`src/hw/serial_cmd_pkg.sv`:
```
// Constants, types and state records for the serial command decoder.
// Assumes a 40 MHz mclk and a slower host serial clock sampled in mclk.
// Operation
// Command register, 8 bits, write only, starts all.
// Single read or write returns to command wait.
// Reset and power-up land in command wait.
// 32 consecutive ones on data input reset port.
// Command word arrives most significant bit first.
// Gate bit one stalls; zero loads seven bits.
// Host writes zero into command bits 6, 3.
// Bits 5,4 choose write, read, continuous, stop.
// Code 00 writes selected register, then waits.
// Code 01 reads selected register, then waits.
// Code 10 repeats reads of same register.
// Byte 30 hex ends continuous read.
// Data input watched each clock in continuous read; code checks for the stop byte only at byte boundaries.
// Host holds data input low while reading continuously.
// Bits 2..0 select register, bit 2 most significant.
// Select 000: command on write, status on read.
// 1..7: data, mode, filter, none, offset, gain, test.
// Status register reads as eight bits.
// Data register is 16 or 24 bits.
// Unused select moves nothing, changes nothing.
package serial_cmd_pkg;

  localparam int CMD_WIDTH = 8;
  localparam int WORD_MAX = 24;
  localparam int ONES_RESET_COUNT = 32;

  localparam logic [2:0] CMD_REG_OFFSET = 3'h0;
  localparam logic [7:0] CMD_RESET_VALUE = 8'h00;
  localparam logic [7:0] CMD_STOP = 8'h30;
  localparam int KIND_HI_POS = 5;
  localparam int KIND_LO_POS = 4;
  localparam int SEL_MSB_POS = 2;

  localparam logic [1:0] KIND_WRITE = 2'h0;
  localparam logic [1:0] KIND_READ = 2'h1;
  localparam logic [1:0] KIND_CONT = 2'h2;
  localparam logic [1:0] KIND_STOP = 2'h3;

  localparam logic [2:0] SEL_STATUS = 3'h0;
  localparam logic [2:0] SEL_DATA = 3'h1;
  localparam logic [2:0] SEL_MODE = 3'h2;
  localparam logic [2:0] SEL_FILTER = 3'h3;
  localparam logic [2:0] SEL_NONE = 3'h4;
  localparam logic [2:0] SEL_OFFSET = 3'h5;
  localparam logic [2:0] SEL_GAIN = 3'h6;
  localparam logic [2:0] SEL_TEST = 3'h7;

  localparam logic [4:0] LEN_STATUS = 5'h08;
  localparam logic [4:0] LEN_SHORT = 5'h10;
  localparam logic [4:0] LEN_LONG = 5'h18;

  typedef enum logic [2:0] {
    ST_IDLE = 3'h0,
    ST_CMD = 3'h1,
    ST_WRITE = 3'h3,
    ST_READ = 3'h2,
    ST_CONT = 3'h6
  } port_state_e;

  typedef struct packed {
    logic [2:0] select;
    logic wr_stb;
    logic [WORD_MAX-1:0] wr_data;
    logic rd_stb;
  } reg_req_s;

  typedef struct packed {
    port_state_e st;
    logic [4:0] bits;
    logic [CMD_WIDTH-1:0] cmd;
    logic [CMD_WIDTH-1:0] window;
    logic [WORD_MAX-1:0] sh;
    logic [5:0] ones;
    logic load;
    logic dout;
    logic soft_rst;
    reg_req_s req;
  } decoder_s;

  typedef struct packed {
    logic [1:0] meta;
    logic [1:0] stable;
    logic sclk_prev;
  } pin_sync_s;

  // Transfer length of each target in serial clocks
  function automatic logic [4:0] word_len(input logic [2:0] sel,
                                          input logic wl24);
    logic [4:0] len;
    len = LEN_LONG;
    case (sel)
      SEL_STATUS: len = LEN_STATUS;
      SEL_DATA: len = wl24 ? LEN_LONG : LEN_SHORT;
      SEL_MODE: len = LEN_SHORT;
      SEL_FILTER: len = LEN_SHORT;
      default: len = LEN_LONG;
    endcase
    return len;
  endfunction

endpackage

```
`src/hw/serial_pin_sync.sv`:
```
// Two-flop synchroniser for serial clock and data pins, with clock edges.
// Assumes both pins are asynchronous to mclk and far slower than it.
`timescale 1ns/1ps
module serial_pin_sync (
  input wire logic mclk,
  input wire logic resetn,
  input wire logic sclk_pin,
  input wire logic din_pin,
  output logic sclk_rise,
  output logic sclk_fall,
  output logic din_level
);

  serial_cmd_pkg::pin_sync_s s;
  serial_cmd_pkg::pin_sync_s next_s;

  always_comb begin
    next_s = s;
    next_s.meta = {sclk_pin, din_pin};
    next_s.stable = s.meta;
    next_s.sclk_prev = s.stable[1];
  end

  // Idle level high so a host idling sclk high sees no edge at release
  always_ff @(posedge mclk or negedge resetn) begin
    if (!resetn) begin
      s <= '{meta: 2'h2, stable: 2'h2, sclk_prev: 1'b1};
    end else begin
      s <= next_s;
    end
  end

  assign sclk_rise = s.stable[1] & ~s.sclk_prev;
  assign sclk_fall = ~s.stable[1] & s.sclk_prev;
  assign din_level = s.stable[0];

endmodule

```
`src/hw/serial_cmd_decoder.sv`:
```
// Serial port command decoder: command word, transfer sequencing, resets.
// Assumes a register bank outside that serves rd_data for reg_req.select
// in the cycle after the select changes and takes reg_req write strobes.
`timescale 1ns/1ps
module serial_cmd_decoder #(
  parameter int ONES_LIMIT = serial_cmd_pkg::ONES_RESET_COUNT
) (
  input wire logic mclk,
  input wire logic resetn,
  input wire logic sclk,
  input wire logic din,
  output logic dout,
  input wire logic word_length_24,
  input wire logic [serial_cmd_pkg::WORD_MAX-1:0] rd_data,
  output serial_cmd_pkg::reg_req_s reg_req,
  output logic [serial_cmd_pkg::CMD_WIDTH-1:0] command,
  output serial_cmd_pkg::port_state_e port_state,
  output logic cont_read_active,
  output logic soft_reset
);

  localparam logic [5:0] ONES_TOP = 6'(ONES_LIMIT);

  // Six-bit run counter saturates at the limit
  if (ONES_LIMIT < 8 || ONES_LIMIT > 63) begin : g_limit_check
    $error("ONES_LIMIT must lie in 8..63");
  end

  serial_cmd_pkg::decoder_s s;
  serial_cmd_pkg::decoder_s next_s;
  logic rise;
  logic fall;
  logic din_s;
  logic [4:0] len;
  logic hit;
  logic [serial_cmd_pkg::CMD_WIDTH-1:0] full_cmd;
  logic [serial_cmd_pkg::CMD_WIDTH-1:0] next_window;
  logic [2:0] sel;
  logic [1:0] kind;

  serial_pin_sync u_sync (
    .mclk(mclk),
    .resetn(resetn),
    .sclk_pin(sclk),
    .din_pin(din),
    .sclk_rise(rise),
    .sclk_fall(fall),
    .din_level(din_s)
  );

  assign len = serial_cmd_pkg::word_len(s.req.select, word_length_24);
  assign hit = rise && din_s && (s.ones == ONES_TOP - 6'h01);
  // Gate bit was zero, so bit 7 of the loaded word is zero
  assign full_cmd = {1'b0, s.window[5:0], din_s};
  assign next_window = {s.window[6:0], din_s};
  assign sel = full_cmd[serial_cmd_pkg::SEL_MSB_POS:0];
  assign kind = full_cmd[serial_cmd_pkg::KIND_HI_POS:
                         serial_cmd_pkg::KIND_LO_POS];

  always_comb begin
    next_s = s;
    next_s.req.wr_stb = 1'b0;
    next_s.req.rd_stb = 1'b0;
    next_s.soft_rst = 1'b0;
    next_s.load = 1'b0;
    if (s.load) begin
      // Left-align so the first serial bit is always sh[23]
      next_s.sh = rd_data << (5'(serial_cmd_pkg::WORD_MAX) - len);
      next_s.dout = next_s.sh[serial_cmd_pkg::WORD_MAX-1];
      next_s.req.rd_stb = 1'b1;
      next_s.bits = 5'h00;
      next_s.window = 8'h00;
    end
    if (fall && (s.st == serial_cmd_pkg::ST_READ ||
                 s.st == serial_cmd_pkg::ST_CONT)) begin
      next_s.dout = s.sh[serial_cmd_pkg::WORD_MAX-1];
    end
    if (rise) begin
      next_s.ones = din_s ? s.ones + 6'h01 : 6'h00;
      if (s.ones == ONES_TOP) begin
        next_s.ones = din_s ? ONES_TOP : 6'h00;
      end
      case (s.st)
        serial_cmd_pkg::ST_IDLE: begin
          // A one in the gate position keeps us here
          if (!din_s) begin
            next_s.st = serial_cmd_pkg::ST_CMD;
            next_s.bits = 5'h00;
            next_s.window = 8'h00;
          end
        end
        serial_cmd_pkg::ST_CMD: begin
          next_s.window = next_window;
          next_s.bits = s.bits + 5'h01;
          if (s.bits == 5'h06) begin
            next_s.cmd = full_cmd;
            next_s.st = serial_cmd_pkg::ST_IDLE;
            next_s.bits = 5'h00;
            // Unused select leaves the previous target untouched
            if (sel != serial_cmd_pkg::SEL_NONE) begin
              next_s.req.select = sel;
            end
            case (kind)
              serial_cmd_pkg::KIND_WRITE: begin
                // Select 000 write just targets the next command
                if (sel != serial_cmd_pkg::SEL_NONE &&
                    sel != serial_cmd_pkg::SEL_STATUS) begin
                  next_s.st = serial_cmd_pkg::ST_WRITE;
                  // Stale read bits must not reach a short write word
                  next_s.sh = '0;
                end
              end
              serial_cmd_pkg::KIND_READ: begin
                if (sel != serial_cmd_pkg::SEL_NONE) begin
                  next_s.st = serial_cmd_pkg::ST_READ;
                  next_s.load = 1'b1;
                end
              end
              serial_cmd_pkg::KIND_CONT: begin
                if (sel != serial_cmd_pkg::SEL_NONE) begin
                  next_s.st = serial_cmd_pkg::ST_CONT;
                  next_s.load = 1'b1;
                end
              end
              default: begin
                next_s.st = serial_cmd_pkg::ST_IDLE;
              end
            endcase
          end
        end
        serial_cmd_pkg::ST_WRITE: begin
          next_s.sh = {s.sh[22:0], din_s};
          next_s.bits = s.bits + 5'h01;
          if (s.bits == len - 5'h01) begin
            next_s.req.wr_stb = 1'b1;
            next_s.req.wr_data = {s.sh[22:0], din_s};
            next_s.st = serial_cmd_pkg::ST_IDLE;
            next_s.bits = 5'h00;
          end
        end
        serial_cmd_pkg::ST_READ, serial_cmd_pkg::ST_CONT: begin
          next_s.sh = {s.sh[22:0], 1'b0};
          next_s.window = next_window;
          next_s.bits = s.bits + 5'h01;
          if (s.bits == len - 5'h01) begin
            next_s.bits = 5'h00;
            if (s.st == serial_cmd_pkg::ST_READ) begin
              next_s.st = serial_cmd_pkg::ST_IDLE;
            end else begin
              next_s.load = 1'b1;
            end
          end
          // Input keeps being watched, byte-aligned to the read word
          if (s.st == serial_cmd_pkg::ST_CONT && s.bits[2:0] == 3'h7 &&
              next_window == serial_cmd_pkg::CMD_STOP) begin
            next_s.st = serial_cmd_pkg::ST_IDLE;
            next_s.load = 1'b0;
            next_s.bits = 5'h00;
          end
        end
        default: begin
          next_s.st = serial_cmd_pkg::ST_IDLE;
        end
      endcase
      // Resync wins over anything the current transfer wanted
      if (hit) begin
        next_s.st = serial_cmd_pkg::ST_IDLE;
        next_s.bits = 5'h00;
        next_s.cmd = serial_cmd_pkg::CMD_RESET_VALUE;
        next_s.load = 1'b0;
        next_s.req.wr_stb = 1'b0;
        next_s.soft_rst = 1'b1;
        next_s.ones = ONES_TOP;
      end
    end
    if (next_s.st != serial_cmd_pkg::ST_READ &&
        next_s.st != serial_cmd_pkg::ST_CONT) begin
      next_s.dout = 1'b0;
    end
  end

  always_ff @(posedge mclk or negedge resetn) begin
    if (!resetn) begin
      s <= '0;
    end else begin
      s <= next_s;
    end
  end

  assign dout = s.dout;
  assign reg_req = s.req;
  assign command = s.cmd;
  assign port_state = s.st;
  assign cont_read_active = (s.st == serial_cmd_pkg::ST_CONT);
  assign soft_reset = s.soft_rst;

  logic cmd_done;
  logic word_end;
  assign cmd_done = rise && !hit && s.st == serial_cmd_pkg::ST_CMD &&
                    s.bits == 5'h06;
  assign word_end = rise && !hit && s.bits == len - 5'h01;

  property p_ones_reset;
    @(posedge mclk) disable iff (!resetn)
      hit |=> soft_reset && port_state == serial_cmd_pkg::ST_IDLE
              ##1 !soft_reset;
  endproperty
  a_ones_reset: assert property (p_ones_reset)
    else $error("ones run did not reset the port");

  property p_gate_hold;
    @(posedge mclk) disable iff (!resetn)
      rise && din_s && s.st == serial_cmd_pkg::ST_IDLE |=>
        port_state == serial_cmd_pkg::ST_IDLE;
  endproperty
  a_gate_hold: assert property (p_gate_hold)
    else $error("gate bit one advanced the port");

  property p_gate_open;
    @(posedge mclk) disable iff (!resetn)
      rise && !din_s && s.st == serial_cmd_pkg::ST_IDLE |=>
        port_state == serial_cmd_pkg::ST_CMD && s.bits == 5'h00;
  endproperty
  a_gate_open: assert property (p_gate_open)
    else $error("gate bit zero did not start the command");

  property p_write_entry;
    @(posedge mclk) disable iff (!resetn)
      cmd_done && kind == serial_cmd_pkg::KIND_WRITE &&
      sel != serial_cmd_pkg::SEL_NONE && sel != serial_cmd_pkg::SEL_STATUS
      |=> port_state == serial_cmd_pkg::ST_WRITE && command == $past(full_cmd);
  endproperty
  a_write_entry: assert property (p_write_entry)
    else $error("write command did not enter write transfer");

  property p_write_done;
    @(posedge mclk) disable iff (!resetn)
      word_end && s.st == serial_cmd_pkg::ST_WRITE |=>
        reg_req.wr_stb && port_state == serial_cmd_pkg::ST_IDLE
        ##1 !reg_req.wr_stb;
  endproperty
  a_write_done: assert property (p_write_done)
    else $error("single write did not finish into command wait");

  property p_read_load;
    @(posedge mclk) disable iff (!resetn)
      cmd_done && kind == serial_cmd_pkg::KIND_READ &&
      sel != serial_cmd_pkg::SEL_NONE |=>
        port_state == serial_cmd_pkg::ST_READ ##1 reg_req.rd_stb;
  endproperty
  a_read_load: assert property (p_read_load)
    else $error("read command did not fetch the register");

  property p_read_done;
    @(posedge mclk) disable iff (!resetn)
      word_end && s.st == serial_cmd_pkg::ST_READ |=>
        port_state == serial_cmd_pkg::ST_IDLE && !dout;
  endproperty
  a_read_done: assert property (p_read_done)
    else $error("single read did not return to command wait");

  property p_cont_repeat;
    @(posedge mclk) disable iff (!resetn)
      word_end && s.st == serial_cmd_pkg::ST_CONT &&
      next_window != serial_cmd_pkg::CMD_STOP |=>
        port_state == serial_cmd_pkg::ST_CONT ##1 reg_req.rd_stb;
  endproperty
  a_cont_repeat: assert property (p_cont_repeat)
    else $error("continuous read did not restart the word");

  property p_cont_stop;
    @(posedge mclk) disable iff (!resetn)
      rise && !hit && s.st == serial_cmd_pkg::ST_CONT &&
      s.bits[2:0] == 3'h7 && next_window == serial_cmd_pkg::CMD_STOP |=>
        port_state == serial_cmd_pkg::ST_IDLE ##1 !reg_req.rd_stb;
  endproperty
  a_cont_stop: assert property (p_cont_stop)
    else $error("stop byte did not end continuous read");

  property p_unused_select;
    @(posedge mclk) disable iff (!resetn)
      cmd_done && sel == serial_cmd_pkg::SEL_NONE |=>
        port_state == serial_cmd_pkg::ST_IDLE &&
        reg_req.select == $past(reg_req.select) && !reg_req.wr_stb
        ##1 !reg_req.rd_stb;
  endproperty
  a_unused_select: assert property (p_unused_select)
    else $error("unused select started a transfer");

  property p_status_len;
    @(posedge mclk) disable iff (!resetn)
      reg_req.rd_stb && reg_req.select == serial_cmd_pkg::SEL_STATUS |->
        dout == rd_data[7] && s.sh[23:16] == rd_data[7:0];
  endproperty
  a_status_len: assert property (p_status_len)
    else $error("status word not aligned to eight bits");

  c_single_write: cover property (@(posedge mclk) disable iff (!resetn)
    reg_req.wr_stb);
  c_single_read: cover property (@(posedge mclk) disable iff (!resetn)
    word_end && s.st == serial_cmd_pkg::ST_READ);
  c_cont_stop: cover property (@(posedge mclk) disable iff (!resetn)
    s.st == serial_cmd_pkg::ST_CONT ##1
    port_state == serial_cmd_pkg::ST_IDLE);
  c_ones_reset: cover property (@(posedge mclk) disable iff (!resetn)
    soft_reset);

endmodule

```
`config.mk`:
```
export PLATFORM = sky130hd
export DESIGN_NAME = serial_cmd_decoder
export DESIGN_NICKNAME = d
export VERILOG_FILES = /design/src/hw/serial_cmd_pkg.sv /design/src/hw/serial_pin_sync.sv /design/src/hw/serial_cmd_decoder.sv
export SDC_FILE = /design/constraint.sdc
export NUM_CORES = 1
export LEC_CHECK = 0
export ABC_AREA = 0
export BUFFER_PORTS_ARGS = -buffer_cell sky130_fd_sc_hd__buf_4
export CAP_MARGIN = 20
export CORE_MARGIN = 10
export CORE_UTILIZATION = 55
export DETAILED_ROUTE_END_ITERATION = 10
export PLACE_DENSITY = 0.74
export SLEW_MARGIN = 20
export SYNTH_ARGS = -nofsm -noshare
export SYNTH_HDL_FRONTEND = slang
export SYNTH_SLANG_ARGS = --single-unit
```
`constraint.sdc`:
```
create_clock -name mclk -period 4.1 [get_ports mclk]
set_clock_uncertainty 0.1 [all_clocks]
set_input_delay 0.41 -clock mclk [delete_from_list [all_inputs] [get_ports mclk]]
set_output_delay 0.41 -clock mclk [all_outputs]
set_load 0.01 [all_outputs]
```
==> reports/metrics.cfg <==
[layout]
nFillCells = 709
multi_input_area_um2 = 1988
regArea_um2 = 2231
area_growth_pct = 10.12
finalNetCount = 529
drive_gt1_share_pct = 24.04
num_antenna_cells = 0

[detailed_routing]
wire_per_inst_um = 17.36
viasPerCell = 5.675
drtIter0Drc = 280
wl_met1_mm = 4.545
vias = 3405
drtPass1Iterations = 5
drc = 0
maxUsedRoutingLayer = met4
detail-route-antenna-nets = 0
route.met2.wl_mm = 5.106
drt_wl_total_mm = 10.41
route.met3.wl_um = 592

[timing]
timing.final.crit_period_ns = 2.519
slew_violations = 0
finalHoldViolCount = 5
worst_pin_slew_ns = 0.8556
rsz0062_at_grt = no
final.setup.tns_ns = 0
hold_slack_ns = -0.01057
max_freq_ghz = 0.3969
setup_viol = 0
period_share_pct = 61.45
slew_headroom_pct = 42.96

[floorplan]
core_um2 = 8258
num_rows = 33
io_pins = 72
fp.dieH_um = 112.4
start_util_pct = 56.88
die_area_um2 = 12640
die_w_um = 112.4

[synthesis]
synth-compound-area-share_pct = 15.37
synth-edff-count = 0
synth_cells = 469
yosysTopAreaCell = dfrtp_1
netlist_area_um2 = 4697
synth-simple-area-share_pct = 14.46
synth_xor_area_share_pct = 0
synthAdderAreaFrac_pct = 2.664
ys_ff_latch = 89
yosysWarningCount = 0
synthTopCellsByArea = dfrtp_1 46%, buf_4 6.4%, nand2_1 5.2%, mux2i_1 4.5%, mux2_4 3.5%
yosysUniqueCellTypes = 57
synth_top_family_by_area = compound AO/OA/AOI/OAI gates
yosysTopAreaCellShare_pct = 45.82
synth_nets = 508
ys_seq_area_share_pct = 47.50
async_flop_share_pct = 100.0
synth_ff_type = dfrtp_1
muxShareOfSynthArea_pct = 9.670
synth.avg_cell_area_um2 = 10.01

[clock_tree]
cts-root-buf = clkbuf_8
clk_latency_ns = 0.35
cts_made_buffers = 9
hold_buffers = 0
clock_path_buffers = 2
cts_tree = yes
h-tree-depth = 3
cts.sinks = 89
clk_pin_slew_ns = 0.09
post_cts_resized = 0
post_cts.repair.setup_buffers = 0

[critical_path]
start_kind = flop
worstSetupEndpointType = flop
arrival_ns = 2.66
worstPathMaxFanout = 34
cp_cell_sequence = or4_4, a31oi_4, o211ai_4, or3_1, buf_4, mux2_1
slowest_delay_ns = 0.57
cpMaxStageDelayCell = or4_4
cp.required_ns = 4.24
critPathKind = reg -> reg

[place]
finalWeightedCongestion = 0.8443
place_hpwl_mm = 7.598
numPortBuffers = 70

[pwr]
power.density_nw_per_um2 = 508.6
leakage_nw = 2.577
p_total_w = 0.002631
peakVddDrop_mv = 0.2469

[grt]
grt-ovfl-total = 0
grt_pass1_wl_mm = 17.71
grt_pass1_vias = 3445
grt_usage_pct = 16.75
grt_antenna_before_repair = 0
grt_max_degree = 90

[job]
drv_cap = 0

[status]
violations = hold timing
status = finished, violations left

[worst_hold_path]
hp-class = in -> async

==> area by class of cell <==
type / instances / area share, %
sequential: 89 / 43.13
multi-input combinational: 299 / 38.44
timing repair buffer: 75 / 10.96
tap: 105 / 2.540
clock buffer: 10 / 2.467
clock inverter: 6 / 1.306
inverter: 16 / 1.161
==> per-stage QoR <==
| step | std cells | instance area [um^2] | setup slack, ns | hold WS, ns | util (%) |
|---|---|---|---|---|---|
| finish | 600 | 5172 | 1.581 | -0.01057 | 62.64 |
| global route | 600 | 5172 | 1.385 | 0.04369 | 62.64 |
| CTS | 600 | 5169 | 1.576 | 0.05226 | 62.59 |
| detailed placement | 584 | 4974 | 1.574 | 0.2478 | 60.23 |
| global placement | 584 | 4974 | 1.617 | 0.2346 | 60.23 |
| floorplan | 469 | 4697 | 1.688 | 0.01441 | - |
==> report_power, final <==
group / switching, W / internal, W
Clock: 0.000310 / 0.000284
Sequential: 0.000197 / 0.00106
Combinational: 0.000414 / 0.000371
Total: 0.000920 / 0.00171
==> placed cells by master, fill, tap and decap left out, types with 3 or more instances in the layout <==
| master | n |
|---|---|
| a31oi_1 | 4 |
| nor2b_1 | 14 |
| a22o_1 | 14 |
| clkbuf_8 | 9 |
| mux2_2 | 5 |
| o21ai_0 | 22 |
| mux2_4 | 11 |
| dfrtp_1 | 86 |
| inv_1 | 16 |
| o21ai_1 | 5 |
| o22ai_1 | 10 |
| nor3_1 | 6 |
| a21oi_1 | 22 |
| nand2b_1 | 6 |
| o211ai_1 | 14 |
| mux2i_1 | 21 |
| buf_4 | 74 |
| nor2_1 | 25 |
| or2_2 | 3 |
| dfstp_2 | 3 |
| nand3_1 | 7 |
| nand2_1 | 65 |
| ha_1 | 10 |
==> logic make-up (layout without fill, tap and decap cells) <==
group,Yosys count,count (layout)
and+or+nand+nor,142,142
buffers and inverters,81,107
other,1,1
DFF,89,89
AOI/OAI and AO/OA,107,107
muxes,39,39
adders and majority gates,10,10
==> flip-flops by register name, indices dropped and copies added (netlist names), 3 cells and up <==
name	flops
command	7
u_sync.next_s	3
s	36
full_cmd	6
port_state	3
reg_req	29
==> cells in the mapped netlist (5+ instances only) <==
master / n
nor2_1: 25
a22o_1: 14
buf_4: 40
nor3_1: 6
mux2_2: 5
o211ai_1: 14
a21oi_1: 22
o22ai_1: 10
nor2b_1: 14
mux2_4: 11
ha_1: 10
inv_1: 16
o21ai_1: 5
nand2_1: 65
dfrtp_1: 86
mux2i_1: 21
nand2b_1: 6
nand3_1: 7
o21ai_0: 22
clkbuf_1: 20
==> worst max-delay path: cells and delay by family, from the launching register on <==
kind	cells	cell delay (ns)
AND/OR/NAND/NOR	2	0.88
multiplexers	1	0.36
buffers and inverters	1	0.27
flip-flops	1	0.45
AO/OA/AOI/OAI	2	0.34
==> metal layers <==
metal  GRT usage [%]  vias to the layer above
met3           3.781                       15
met5               0                        -
li1                -                     1636
met2           26.77                      100
met4           5.076                        0
met1           22.17                     1654
==> final timing paths <==
kind,slack (ns),startpoint,end,depth (start not counted)
setup / recovery,1.58,s[82],reg_req[5],6
hold / removal,-0.01,resetn,reg_req[23],1
setup reg to reg,1.58,s[82],reg_req[5],6
hold reg to reg,0.26,u_sync.next_s[2],u_sync.next_s[0],0
max in group asynchronous,3.37,resetn,reg_req[27],1
min in group mclk,0.06,sclk,u_sync.next_s[2],1
Note: power is estimated with default switching activity, not from simulation.
